--- src/tlc_pkg.sv ---
// Shared constants for the transceiver reconfiguration and loopback controller.
// Assumes a single 50 MHz management clock; all counts derive from it here.
package tlc_pkg;
   // Register port geometry
   localparam int ADDR_W = 4;
   localparam int DATA_W = 32;

   // Register indices on the plain register port
   localparam logic [3:0] REG_CH_SEL     = 4'h0;
   localparam logic [3:0] REG_LOOPBACK   = 4'h1;
   localparam logic [3:0] REG_DIFF_SWING = 4'h2;
   localparam logic [3:0] REG_PREEMPH    = 4'h3;
   localparam logic [3:0] REG_RX_EQ      = 4'h4;
   localparam logic [3:0] REG_DC_GAIN    = 4'h5;
   localparam logic [3:0] REG_CLK_DIV    = 4'h6;
   localparam logic [3:0] REG_PLL_SEL    = 4'h7;
   localparam logic [3:0] REG_STATUS     = 4'h8;

   // Field widths of the per-channel loopback, analog and clock settings
   localparam int LB_W      = 2;
   localparam int SWING_W   = 6;
   localparam int PREEMPH_W = 5;
   localparam int EQ_W      = 3;
   localparam int GAIN_W    = 2;
   localparam int DIV_W     = 2;
   localparam int FACTOR_W  = 4;

   // Loopback mode codes; code 3 is treated as off
   localparam logic [1:0] LB_OFF  = 2'h0;
   localparam logic [1:0] LB_PRE  = 2'h1;
   localparam logic [1:0] LB_POST = 2'h2;

   // Reset values of the per-channel settings
   localparam logic [5:0] SWING_RST   = 6'h10;
   localparam logic [4:0] PREEMPH_RST = 5'h00;
   localparam logic [2:0] EQ_RST      = 3'h0;
   localparam logic [1:0] GAIN_RST    = 2'h0;
   localparam logic [1:0] DIV_RST     = 2'h0;

   // Status register bit positions
   localparam int STAT_BUSY_BIT    = 0;
   localparam int STAT_CAL_BIT     = 1;
   localparam int STAT_REFUSED_BIT = 2;

   // Timing: an analog update takes at least OP_TIME_NS, a channel
   // calibration at least CAL_TIME_NS; least times round up
   localparam int CLK_PERIOD_NS = 20;
   localparam int OP_TIME_NS    = 200;
   localparam int CAL_TIME_NS   = 10000;
   localparam int OP_CYCLES     = (OP_TIME_NS + CLK_PERIOD_NS - 1) / CLK_PERIOD_NS;
   localparam int CAL_CYCLES    = (CAL_TIME_NS + CLK_PERIOD_NS - 1) / CLK_PERIOD_NS;

   // Controller states
   typedef enum logic [1:0] {
      ST_CAL,
      ST_IDLE,
      ST_OP
   } tlc_state_t;

   // Divider code 0..3 to one-hot divide factor 1, 2, 4, 8
   function automatic logic [FACTOR_W-1:0] div_factor(input logic [DIV_W-1:0] code);
      div_factor = 4'h1 << code;
   endfunction

   // Illegal loopback code falls back to off
   function automatic logic [LB_W-1:0] lb_legal(input logic [LB_W-1:0] code);
      lb_legal = (code == LB_PRE || code == LB_POST) ? code : LB_OFF;
   endfunction
endpackage

--- src/tlc_offset_cal.sv ---
// One channel's offset cancellation engine: runs a fixed-length calibration.
// Assumes start_i is a one-cycle pulse from the controller's sequencer and
// that its reset is the power-up reset, not the controller reset.
`timescale 1ns/100ps
`default_nettype none
module tlc_offset_cal #(
   parameter int CAL_CYCLES = tlc_pkg::CAL_CYCLES
) (
   input  wire logic clk_i,
   input  wire logic por_rst_i,
   input  wire logic start_i,
   output logic      active_o,
   output logic      done_o
);
   localparam int CNT_W = $clog2(CAL_CYCLES + 1);

   logic [CNT_W-1:0] cnt_reg;

   generate
      if (CAL_CYCLES < 1) begin : g_bad
         $error("tlc_offset_cal: CAL_CYCLES must be at least one");
      end
   endgenerate

   // Calibration counter; done stays up until the next power-up
   always_ff @(posedge clk_i or posedge por_rst_i) begin
      if (por_rst_i) begin
         cnt_reg  <= '0;
         active_o <= 1'b0;
         done_o   <= 1'b0;
      end else if (start_i && !active_o && !done_o) begin
         cnt_reg  <= CNT_W'(CAL_CYCLES - 1);
         active_o <= 1'b1;
      end else if (active_o) begin
         if (cnt_reg == '0) begin
            active_o <= 1'b0;
            done_o   <= 1'b1;
         end else begin
            cnt_reg <= cnt_reg - 1'b1;
         end
      end
   end
endmodule
`default_nettype wire

--- src/tlc_reconfig_ctrl.sv ---
// Reconfiguration controller: register port, offset cancellation sequencing,
// busy signalling, per-channel analog, loopback and clock settings.
// Assumes one management clock; por_rst_i comes only at power-up, rst_i may
// be pulsed in user mode; the master keeps to the plain register protocol.
//
// Our own choices: the strobed register port and the register offsets.
`timescale 1ns/100ps
`default_nettype none
module tlc_reconfig_ctrl #(
   parameter int NUM_CH     = 4,
   parameter int NUM_PLL    = 2,
   parameter int OP_CYCLES  = tlc_pkg::OP_CYCLES,
   parameter int CAL_CYCLES = tlc_pkg::CAL_CYCLES
) (
   input  wire logic                                      clk_i,
   input  wire logic                                      rst_i,
   input  wire logic                                      por_rst_i,
   input  wire logic [tlc_pkg::ADDR_W-1:0]                addr_i,
   input  wire logic [tlc_pkg::DATA_W-1:0]                wdata_i,
   input  wire logic                                      wr_i,
   input  wire logic                                      rd_i,
   output logic      [tlc_pkg::DATA_W-1:0]                rdata_o,
   output logic                                           busy_o,
   output logic      [NUM_CH-1:0]                         lb_pre_o,
   output logic      [NUM_CH-1:0]                         lb_post_o,
   output logic      [NUM_CH-1:0]                         cdr_bypass_o,
   output logic      [NUM_CH-1:0]                         tx_stages_en_o,
   output logic      [NUM_CH-1:0]                         post_tap_only_o,
   output logic      [NUM_CH-1:0]                         rx_fabric_en_o,
   output logic      [NUM_CH-1:0][tlc_pkg::SWING_W-1:0]   diff_swing_o,
   output logic      [NUM_CH-1:0][tlc_pkg::PREEMPH_W-1:0] preemph_o,
   output logic      [NUM_CH-1:0][tlc_pkg::EQ_W-1:0]      rx_eq_o,
   output logic      [NUM_CH-1:0][tlc_pkg::GAIN_W-1:0]    dc_gain_o,
   output logic      [NUM_CH-1:0][tlc_pkg::FACTOR_W-1:0]  clk_div_o,
   output logic      [NUM_CH-1:0][$clog2(NUM_PLL)-1:0]    pll_sel_o
);
   localparam int CH_W  = (NUM_CH > 1) ? $clog2(NUM_CH) : 1;
   localparam int PLL_W = $clog2(NUM_PLL);
   localparam int OP_W  = 8;

   tlc_pkg::tlc_state_t state_reg;
   tlc_pkg::tlc_state_t state_next;

   logic [CH_W-1:0]           ch_sel_reg;
   logic [CH_W-1:0]           op_ch_reg;
   logic [3:0]                op_field_reg;
   logic [tlc_pkg::DATA_W-1:0] op_data_reg;
   logic [OP_W-1:0]           op_cnt_reg;
   logic                      refused_reg;
   logic [NUM_CH-1:0][tlc_pkg::LB_W-1:0]  lb_mode_reg;
   logic [NUM_CH-1:0][tlc_pkg::DIV_W-1:0] div_code_reg;
   logic [CH_W-1:0]           cal_idx_reg;
   logic                      cal_start_reg;
   logic                      cal_launched_reg;
   logic                      cal_done_reg;
   logic [NUM_CH-1:0]         unit_done;
   logic                      field_wr;
   logic                      accept;
   logic                      refuse;
   logic                      op_apply;

   generate
      if (NUM_CH < 1 || NUM_CH > 16) begin : g_bad_ch
         $error("tlc_reconfig_ctrl: NUM_CH must be 1..16");
      end
      if (NUM_PLL < 2 || NUM_PLL > 8) begin : g_bad_pll
         $error("tlc_reconfig_ctrl: NUM_PLL must be 2..8");
      end
      if (OP_CYCLES < 1 || OP_CYCLES > 255) begin : g_bad_op
         $error("tlc_reconfig_ctrl: OP_CYCLES must be 1..255");
      end
   endgenerate

   // One calibration engine per channel, started one after another
   genvar gc;
   generate
      for (gc = 0; gc < NUM_CH; gc++) begin : g_cal
         tlc_offset_cal #(
            .CAL_CYCLES (CAL_CYCLES)
         ) u_cal (
            .clk_i     (clk_i),
            .por_rst_i (por_rst_i),
            .start_i   (cal_start_reg && (cal_idx_reg == CH_W'(gc))),
            .active_o  (),
            .done_o    (unit_done[gc])
         );
      end
   endgenerate

   // Calibration sequencer on power-up reset only, so a controller
   // reset in user mode leaves the finished calibration alone
   always_ff @(posedge clk_i or posedge por_rst_i) begin
      if (por_rst_i) begin
         cal_idx_reg      <= '0;
         cal_start_reg    <= 1'b0;
         cal_launched_reg <= 1'b0;
         cal_done_reg     <= 1'b0;
      end else begin
         cal_start_reg <= 1'b0;
         if (!cal_done_reg) begin
            if (!cal_launched_reg) begin
               cal_start_reg    <= 1'b1;
               cal_launched_reg <= 1'b1;
            end else if (unit_done[cal_idx_reg]) begin
               if (cal_idx_reg == CH_W'(NUM_CH - 1)) begin
                  cal_done_reg <= 1'b1;
               end else begin
                  cal_idx_reg      <= cal_idx_reg + 1'b1;
                  cal_launched_reg <= 1'b0;
               end
            end
         end
      end
   end

   // Write classification; only field writes start an operation
   assign field_wr = wr_i && (addr_i >= tlc_pkg::REG_LOOPBACK) &&
                     (addr_i <= tlc_pkg::REG_PLL_SEL);
   // Pre-emphasis is frozen on a channel in pre-recovery loopback
   assign refuse   = field_wr && ((state_reg != tlc_pkg::ST_IDLE) ||
                     (addr_i == tlc_pkg::REG_PREEMPH &&
                      lb_mode_reg[ch_sel_reg] == tlc_pkg::LB_PRE));
   assign accept   = field_wr && !refuse;
   assign op_apply = (state_reg == tlc_pkg::ST_OP) && (op_cnt_reg == '0);

   // Next state: no operation is accepted before calibration ends
   always_comb begin
      state_next = state_reg;
      case (state_reg)
         tlc_pkg::ST_CAL: begin
            if (cal_done_reg) begin
               state_next = tlc_pkg::ST_IDLE;
            end
         end
         tlc_pkg::ST_IDLE: begin
            if (accept) begin
               state_next = tlc_pkg::ST_OP;
            end
         end
         tlc_pkg::ST_OP: begin
            if (op_apply) begin
               state_next = tlc_pkg::ST_IDLE;
            end
         end
         default: state_next = tlc_pkg::ST_CAL;
      endcase
   end

   // State and busy; busy is registered from the next state so it
   // rises in the same edge that takes the write
   always_ff @(posedge clk_i or posedge rst_i) begin
      if (rst_i) begin
         state_reg <= tlc_pkg::ST_CAL;
         busy_o    <= 1'b1;
      end else begin
         state_reg <= state_next;
         busy_o    <= (state_next != tlc_pkg::ST_IDLE);
      end
   end

   // Operation latch: channel, field and data captured at acceptance
   always_ff @(posedge clk_i or posedge rst_i) begin
      if (rst_i) begin
         op_ch_reg    <= '0;
         op_field_reg <= 4'h0;
         op_data_reg  <= '0;
         op_cnt_reg   <= '0;
      end else if (accept) begin
         op_ch_reg    <= ch_sel_reg;
         op_field_reg <= addr_i;
         op_data_reg  <= wdata_i;
         op_cnt_reg   <= OP_W'(OP_CYCLES - 1);
      end else if (state_reg == tlc_pkg::ST_OP && op_cnt_reg != '0) begin
         op_cnt_reg <= op_cnt_reg - 1'b1;
      end
   end

   // Channel select; out-of-range channels are refused
   always_ff @(posedge clk_i or posedge rst_i) begin
      if (rst_i) begin
         ch_sel_reg <= '0;
      end else if (wr_i && addr_i == tlc_pkg::REG_CH_SEL && wdata_i < NUM_CH) begin
         ch_sel_reg <= wdata_i[CH_W-1:0];
      end
   end

   // Sticky refusal flag; a new refusal beats a write-one clear
   always_ff @(posedge clk_i or posedge rst_i) begin
      if (rst_i) begin
         refused_reg <= 1'b0;
      end else if (refuse || (wr_i && addr_i == tlc_pkg::REG_CH_SEL &&
                              wdata_i >= NUM_CH)) begin
         refused_reg <= 1'b1;
      end else if (wr_i && addr_i == tlc_pkg::REG_STATUS &&
                   wdata_i[tlc_pkg::STAT_REFUSED_BIT]) begin
         refused_reg <= 1'b0;
      end
   end

   // Loopback path controls; mode reaches the channel only by a
   // register operation, there is no pin for it
   always_ff @(posedge clk_i or posedge rst_i) begin
      if (rst_i) begin
         lb_mode_reg     <= '0;
         lb_pre_o        <= '0;
         lb_post_o       <= '0;
         cdr_bypass_o    <= '0;
         tx_stages_en_o  <= '1;
         post_tap_only_o <= '0;
         rx_fabric_en_o  <= '1;
      end else if (op_apply && op_field_reg == tlc_pkg::REG_LOOPBACK) begin
         lb_mode_reg[op_ch_reg]     <= tlc_pkg::lb_legal(op_data_reg[tlc_pkg::LB_W-1:0]);
         lb_pre_o[op_ch_reg]        <= tlc_pkg::lb_legal(op_data_reg[tlc_pkg::LB_W-1:0]) ==
                                       tlc_pkg::LB_PRE;
         // Unclocked buffer-to-driver path skips clock recovery
         cdr_bypass_o[op_ch_reg]    <= tlc_pkg::lb_legal(op_data_reg[tlc_pkg::LB_W-1:0]) ==
                                       tlc_pkg::LB_PRE;
         // Only the transmit buffer stays in a pre-recovery loop
         tx_stages_en_o[op_ch_reg]  <= tlc_pkg::lb_legal(op_data_reg[tlc_pkg::LB_W-1:0]) !=
                                       tlc_pkg::LB_PRE;
         lb_post_o[op_ch_reg]       <= tlc_pkg::lb_legal(op_data_reg[tlc_pkg::LB_W-1:0]) ==
                                       tlc_pkg::LB_POST;
         // Recovered clock makes first post-tap only, saves taps
         post_tap_only_o[op_ch_reg] <= tlc_pkg::lb_legal(op_data_reg[tlc_pkg::LB_W-1:0]) ==
                                       tlc_pkg::LB_POST;
         rx_fabric_en_o[op_ch_reg]  <= 1'b1;
      end
   end

   // Analog settings of the addressed channel
   always_ff @(posedge clk_i or posedge rst_i) begin
      if (rst_i) begin
         diff_swing_o <= {NUM_CH{tlc_pkg::SWING_RST}};
         preemph_o    <= {NUM_CH{tlc_pkg::PREEMPH_RST}};
         rx_eq_o      <= {NUM_CH{tlc_pkg::EQ_RST}};
         dc_gain_o    <= {NUM_CH{tlc_pkg::GAIN_RST}};
      end else if (op_apply) begin
         case (op_field_reg)
            tlc_pkg::REG_DIFF_SWING: diff_swing_o[op_ch_reg] <=
                                     op_data_reg[tlc_pkg::SWING_W-1:0];
            tlc_pkg::REG_PREEMPH:    preemph_o[op_ch_reg] <=
                                     op_data_reg[tlc_pkg::PREEMPH_W-1:0];
            tlc_pkg::REG_RX_EQ:      rx_eq_o[op_ch_reg] <= op_data_reg[tlc_pkg::EQ_W-1:0];
            tlc_pkg::REG_DC_GAIN:    dc_gain_o[op_ch_reg] <= op_data_reg[tlc_pkg::GAIN_W-1:0];
            default: begin
            end
         endcase
      end
   end

   // Data-rate settings: local divider and transmit PLL choice
   always_ff @(posedge clk_i or posedge rst_i) begin
      if (rst_i) begin
         div_code_reg <= {NUM_CH{tlc_pkg::DIV_RST}};
         clk_div_o    <= {NUM_CH{tlc_pkg::div_factor(tlc_pkg::DIV_RST)}};
         pll_sel_o    <= '0;
      end else if (op_apply && op_field_reg == tlc_pkg::REG_CLK_DIV) begin
         div_code_reg[op_ch_reg] <= op_data_reg[tlc_pkg::DIV_W-1:0];
         clk_div_o[op_ch_reg]    <= tlc_pkg::div_factor(op_data_reg[tlc_pkg::DIV_W-1:0]);
      end else if (op_apply && op_field_reg == tlc_pkg::REG_PLL_SEL &&
                   op_data_reg < NUM_PLL) begin
         pll_sel_o[op_ch_reg] <= op_data_reg[PLL_W-1:0];
      end
   end

   // Read data stand for one cycle only; unmapped reads give zero
   always_ff @(posedge clk_i or posedge rst_i) begin
      if (rst_i) begin
         rdata_o <= '0;
      end else if (rd_i) begin
         case (addr_i)
            tlc_pkg::REG_CH_SEL:     rdata_o <= tlc_pkg::DATA_W'(ch_sel_reg);
            tlc_pkg::REG_LOOPBACK:   rdata_o <= tlc_pkg::DATA_W'(lb_mode_reg[ch_sel_reg]);
            tlc_pkg::REG_DIFF_SWING: rdata_o <= tlc_pkg::DATA_W'(diff_swing_o[ch_sel_reg]);
            tlc_pkg::REG_PREEMPH:    rdata_o <= tlc_pkg::DATA_W'(preemph_o[ch_sel_reg]);
            tlc_pkg::REG_RX_EQ:      rdata_o <= tlc_pkg::DATA_W'(rx_eq_o[ch_sel_reg]);
            tlc_pkg::REG_DC_GAIN:    rdata_o <= tlc_pkg::DATA_W'(dc_gain_o[ch_sel_reg]);
            tlc_pkg::REG_CLK_DIV:    rdata_o <= tlc_pkg::DATA_W'(div_code_reg[ch_sel_reg]);
            tlc_pkg::REG_PLL_SEL:    rdata_o <= tlc_pkg::DATA_W'(pll_sel_o[ch_sel_reg]);
            tlc_pkg::REG_STATUS:     rdata_o <= tlc_pkg::DATA_W'({refused_reg, cal_done_reg,
                                                                  busy_o});
            default:                 rdata_o <= '0;
         endcase
      end else begin
         rdata_o <= '0;
      end
   end

   // Path checks on every channel, not only the first one
   for (genvar ga = 0; ga < NUM_CH; ga++) begin : g_ast

   end
endmodule
`default_nettype wire

--- config.mk ---
export PLATFORM = sky130hd
export DESIGN_NAME = tlc_reconfig_ctrl
export DESIGN_NICKNAME = d
export VERILOG_FILES = /design/src/tlc_pkg.sv /design/src/tlc_offset_cal.sv /design/src/tlc_reconfig_ctrl.sv
export SDC_FILE = /design/constraint.sdc
export NUM_CORES = 1
export LEC_CHECK = 0
export BUFFER_PORTS_ARGS = -buffer_cell sky130_fd_sc_hd__buf_2
export CAP_MARGIN = 0
export CORE_AREA = 2 2 130 145
export CTS_BUF_LIST = sky130_fd_sc_hd__clkbuf_4
export DETAILED_ROUTE_END_ITERATION = 12
export DIE_AREA = 0 0 132 147
export PLACE_DENSITY = 0.91
export SLEW_MARGIN = 15
export SYNTH_ARGS = -nofsm -noshare
export SYNTH_HDL_FRONTEND = slang
export SYNTH_SLANG_ARGS = --single-unit
--- constraint.sdc ---
create_clock -name clk_i -period 8.4 [get_ports clk_i]
set_input_delay 2.52 -clock clk_i [delete_from_list [all_inputs] [get_ports clk_i]]
set_output_delay 2.52 -clock clk_i [all_outputs]
set_load 0.01 [all_outputs]
# [Word level (Yosys, flattened, before mapping)]
# Index checks and enable logic that the tools add are counted.
[classes] n_addsub=6 n_lt_le_gt_ge=9 eq_ne=32 shift=1 muxes=84 n_bitwise=8 reduce_logical=70
[op_table] cell="9-bit two-way mux" count=12
[op_table] cell="6-bit case mux with 9 select lines" count=1
[op_table] cell="9-bit zero test" count=4
[op_table] cell="9-bit by 1-bit subtractor with 9-bit output (second input constant)" count=4
[op_table] cell="4-bit by 3-bit == test with 1-bit output (second input constant)" count=8
[op_table] cell="32-bit by 3-bit >= comparator with 1-bit output (second input constant)" count=1
[op_table] cell="32-bit by 2-bit less-than comparator with 1-bit output (second input constant)" count=1
[op_table] cell="32-bit by 3-bit less-than comparator with 1-bit output (second input constant)" count=1
[op_table] cell="32-bit two-way mux" count=1
[op_table] cell="1-bit logical AND" count=29
[op_table] cell="1-bit two-way mux" count=25
[op_table] cell="24-bit bitwise mux" count=1
[op_table] cell="4-bit bitwise mux" count=6
[op_table] cell="8-bit bitwise mux" count=3
[op_table] cell="20-bit bitwise mux" count=1
[op_table] cell="2-bit AND reduction" count=9
[op_table] cell="16-bit bitwise mux" count=1
[op_table] cell="4-bit by 2-bit == test with 1-bit output (second input constant)" count=4
[op_table] cell="2-bit two-way mux" count=8
[op_table] cell="8-bit two-way mux" count=2
[op_table] cell="2-bit by 1-bit != test with 1-bit output (second input constant)" count=7
[op_table] cell="2-bit binary-select mux with 2-bit select" count=3
[op_table] cell="6-bit binary-select mux with 2-bit select" count=1
[op_table] cell="12-bit bitwise mux" count=1
[op_table] cell="other kinds (36)" count=76
[word_totals] register_bits=257 input_bits=41 out_inout_bits=141 wordCells=273

# [Longest topological paths before layout]
[logic_depth] depth_word=11 mapped_depth=8 depth_no_buf=7

# [By module]
# A second synthesis with hierarchy kept.
[unflattened] hier_cells=866 hier_area_um2=10306.1
[modules_own_cells] module="tlc_reconfig_ctrl" instances=1 cells_each=634 area_each_um2=7988.9 seq_area_each_um2=4300.4
[modules_own_cells] module="tlc_offset_cal" instances=4 cells_each=58 area_each_um2=579.3 seq_area_each_um2=275.3

# [Least setup slack after synthesis]
# No wires, ideal clock.
[synth_timing] kind="input-to-reg" startpoint="in addr_i[3] (netlist name)" endpoint="reg op_ch_reg[1]" setup_ns=0.134 arrival_ns=3.732 required_ns=8.266 slack_ns=4.534 path_stages=6 n_path_buf=2 cell_sequence="nor3b_1 -> and4b_1 -> or3_1 -> clkbuf_1 -> clkbuf_1 -> o21ai_0"
[synth_between] elab_chain_cells=6
[synth_lines] item="from (decl)" line_no="tlc_reconfig_ctrl.sv:18" source="input wire logic [tlc_pkg::ADDR_W-1:0] addr_i,"
[synth_lines] item="4-bit by 1-bit >= comparator with 1-bit output / 4-bit by 2-bit == test with 1-bit output (equally long branches)" line_no="tlc_reconfig_ctrl.sv:117, tlc_reconfig_ctrl.sv:121"
[synth_lines] item="1-bit logical AND, on equally long branches" line_no="tlc_reconfig_ctrl.sv:117, tlc_reconfig_ctrl.sv:121"
[synth_lines] item="1-bit logical AND / 1-bit logical OR (equally long branches)" line_no="tlc_reconfig_ctrl.sv:117, tlc_reconfig_ctrl.sv:120"
[synth_lines] item="1-bit logical AND" line_no="tlc_reconfig_ctrl.sv:120" source="assign refuse = field_wr && ((state_reg != tlc_pkg::ST_IDLE) ||"
[synth_lines] item="1-bit zero test" line_no="tlc_reconfig_ctrl.sv:123" source="assign accept = field_wr && !refuse;"
[synth_lines] item="1-bit logical AND (*)" line_no="tlc_reconfig_ctrl.sv:123"
[synth_lines] item="to (signal assigned)" line_no="tlc_reconfig_ctrl.sv:169" source="op_ch_reg <= ch_sel_reg;"
[synth_lines] item="to (decl)" line_no="tlc_reconfig_ctrl.sv:45" source="logic [CH_W-1:0] op_ch_reg;"
# Mark *: on every way between the ends. The rest lies on a longest branch, timed or not.
# A chain may end at the register's enable or synchronous reset.

# [Worst setup path in the final report]
[layout_timing] startpoint="in addr_i[0] (netlist name)" endpoint="reg op_cnt_reg[1]"
[layout_between] elab_chain_cells=7
[layout_lines] item="4-bit by 1-bit >= comparator with 1-bit output / 4-bit by 2-bit == test with 1-bit output (equally long branches)" line_no="tlc_reconfig_ctrl.sv:117, tlc_reconfig_ctrl.sv:121"
[layout_lines] item="1-bit logical AND, on equally long branches" line_no="tlc_reconfig_ctrl.sv:117, tlc_reconfig_ctrl.sv:121"
[layout_lines] item="1-bit logical AND / 1-bit logical OR (equally long branches)" line_no="tlc_reconfig_ctrl.sv:117, tlc_reconfig_ctrl.sv:120"
[layout_lines] item="1-bit logical AND" line_no="tlc_reconfig_ctrl.sv:120"
[layout_lines] item="1-bit zero test" line_no="tlc_reconfig_ctrl.sv:123"
[layout_lines] item="1-bit logical AND (*)" line_no="tlc_reconfig_ctrl.sv:123"
[layout_lines] item="8-bit two-way mux / 2-bit nonzero test (equally long branches)"
[layout_lines] item="to (signal assigned)" line_no="tlc_reconfig_ctrl.sv:172" source="op_cnt_reg <= OP_W'(OP_CYCLES - 1);"
[layout_lines] item="to (signal assigned)" line_no="tlc_reconfig_ctrl.sv:174" source="op_cnt_reg <= op_cnt_reg - 1'b1;"
[layout_lines] item="to (decl)" line_no="tlc_reconfig_ctrl.sv:48" source="logic [OP_W-1:0] op_cnt_reg;"
# Marked as above.

==> metrics.txt <==
WP data required 8.87 ns; Finished Core Util 64.7%; max reg flops 36; post-DP HPWL 16.3 mm; count of different cell masters after synthesis 74; clk_lat worst skew 0.67 ns; post-CTS setup buffers 0; wire length per cell 17.4 um; initial antenna violation count 1; Max Cap Violations 0; sequential-to-total area share from yosys stat 52.9%; share of cells above drive strength 1 37.5%; initial detailed-routing violation count 429; pin count of the biggest net entering global routing 90; CTS tree yes; reg2reg start op_cnt_reg[0]; fin worst setup slack 4.26 ns; post-CTS sizing 0; Top delay family on crit path simple AND/OR/NAND/NOR gates; clk root buf clkbuf_4; number of CTS-inserted buffers 53; R2R depth 7; Pre-Repair DR Iteration Count 5; total power 2380 uW; HP Class flip-flop to flip-flop; Worst IR Drop VDD 98.1 uV; IO buf count 155; final number of max-transition violations 0; Vias 7,430; IO Count 182; crit path max fanout 25; DP Area 0.0110 mm^2; largest stage delay on the critical path 0.93 ns; minimum clock period 4.14 ns; commonest cells after routing, fill and taps aside dfrtp_1 (198), nand2_1 (168), buf_2 (155); Core Rows 52; Mapped Cells 886; Starting Density 56.6%; CP Buf/Inv Count 2; crit share post-route 49.3%; Min-Delay Endpoint op_data_reg[23]; fmax 242 MHz; gr usage total 24.5%; clock transition at the registers of the reported paths 0.06 ns; status finished clean; final WL 23.4 mm; Synth Flop Type dfrtp_1; leakage 0.00610 uW; die height 147 um; Core Box Area 0.0180 mm^2; Antenna Violating Nets Remaining 0; number of global-route vias before repair 7,596; final layout net count 1,108; CTS H-tree depth 2; die width 132 um; hold_sp op_data_reg[23]; crit path DAT 4.61 ns; Setup CP Type input port to flip-flop; Critical Path Slowest Stage Cell nor3_2; # hold bufs at CTS 0; vias per cell 5.53; PD cells 204 mW/mm^2; Setup crit end kind flip-flop; worst relative slew slack 24.6%; Worst Hold Depth 2; final setup vio count 0; clk buf depth 3; setup TNS 0 ns; Layout fillers 1,324; Area Growth Syn to Fin 14.4%; pre-CTS setup slack 3.61 ns; post-route cell area 0.0117 mm^2; asr flop ratio synth 100%; commonest non-fill, non-tap cell in the layout dfrtp_1; CP cell instances buf_2 -> or3_1 -> nand3b_1 -> nor3_2 -> buf_4 -> a211oi_1; Seq cells post-synth 215; CP startpoint kind input port; gpl congestion 0.847; pin slew with the least headroom to its limit 1.13 ns; die area 0.0194 mm^2; Post-synth EDFFs 0; RSZ-0062 raised after global routing false; Avg Inst Size Synth 11.5 um^2; clk sinks 215; cell area after synthesis 0.0102 mm^2; total gr overflow 0; final hold vios 0; reg-to-reg endpoint clk_div_o[3]; worst reg2reg setup slack 5.00 ns; first-pass GRT wire length 38.3 mm; Worst Skew 0.0513 ns; Post-route DRC 0; YS warnings 0
## kinds of logic after synthesis
group | after synthesis | share of synthesized area (%)
buffers and inverters | 89 | 4.73
adder cells (fa/ha/maj) | 10 | 1.23
flip-flops | 215 | 52.9
AO/OA/AOI/OAI | 58 | 4.21
AND/OR/NAND/NOR | 358 | 18.4
multiplexers | 130 | 16.3
other | 1 | 0.0368
XOR/XNOR | 25 | 2.15
## tightest hold or removal path: cells and delay by family, from the launching register on
| kind | cells | cell delay [ns] |
|---|---|---|
| and+or+nand+nor | 2 | 0.10 |
| DFF | 1 | 0.35 |
## routing by layer
metal	global-route usage, %	wire (um)	vias up
met1	29.0	9020	3665
met4	11.6	793	0
li1	-	-	3428
met2	43.4	12300	277
met5	0	0	-
met3	4.42	1250	60
## synthesized netlist by cell type (7+ instances only)
library cell	count	share of area, %
nor4_1	17	1.0
nor2_1	40	1.5
nor3_2	10	0.98
or3_1	8	0.49
nor3_1	17	0.83
mux2_2	91	10
xnor2_1	20	1.7
nor2b_1	9	0.55
a21oi_1	8	0.39
nand3_1	19	0.93
dfrtp_1	198	49
nand2_1	168	6.2
clkbuf_1	27	0.99
mux2_1	9	0.99
mux4_2	18	4.0
nand3b_1	7	0.52
ha_1	10	1.2
o21ai_0	15	0.74
or4_1	9	0.66
buf_4	35	2.6
inv_1	19	0.70
mux2i_1	9	0.88
dfstp_2	17	4.4
## final cells by class
class | instances | area (um^2) | share of cell area [%]
diodes | 3 | 7.51 | 0.0643
clock buffers | 73 | 548 | 4.70
clock inverters | 22 | 93.8 | 0.804
inverters | 19 | 76.3 | 0.654
multi-input cells | 607 | 4420 | 37.9
flip-flops and latches | 215 | 5400 | 46.3
well taps | 243 | 304 | 2.61
repair buffers | 161 | 821 | 7.03
## how the worst max path moves through the flow
stage	slack, ns	from	end	depth (start not counted)
2_1_floorplan	1.42	rst_i	ch_sel_reg[0]	1
3_3_place_gp	3.62	addr_i[0]	state_reg[1]	6
3_5_place_dp	3.61	addr_i[0]	op_field_reg[2]	7
4_1_cts	4.30	addr_i[0]	op_cnt_reg[1]	6
5_1_grt	4.06	addr_i[0]	op_data_reg[2]	7
6_report	4.26	addr_i[0]	op_cnt_reg[1]	6
## metrics by stage
step / hold WS, ns / instances
finish: 0.483 / 1343
global route: 0.499 / 1343
CTS: 0.485 / 1340
detailed placement: 0.471 / 1245
global placement: 0.457 / 1245
floorplan: 0.446 / 911
## where the power goes
group	total, uW	internal, uW	switching [uW]
Combinational	272	104	169
Sequential	1290	1140	147
Clock	821	404	417
Total	2380	1650	732
Note: power is estimated with default switching activity, not from simulation.
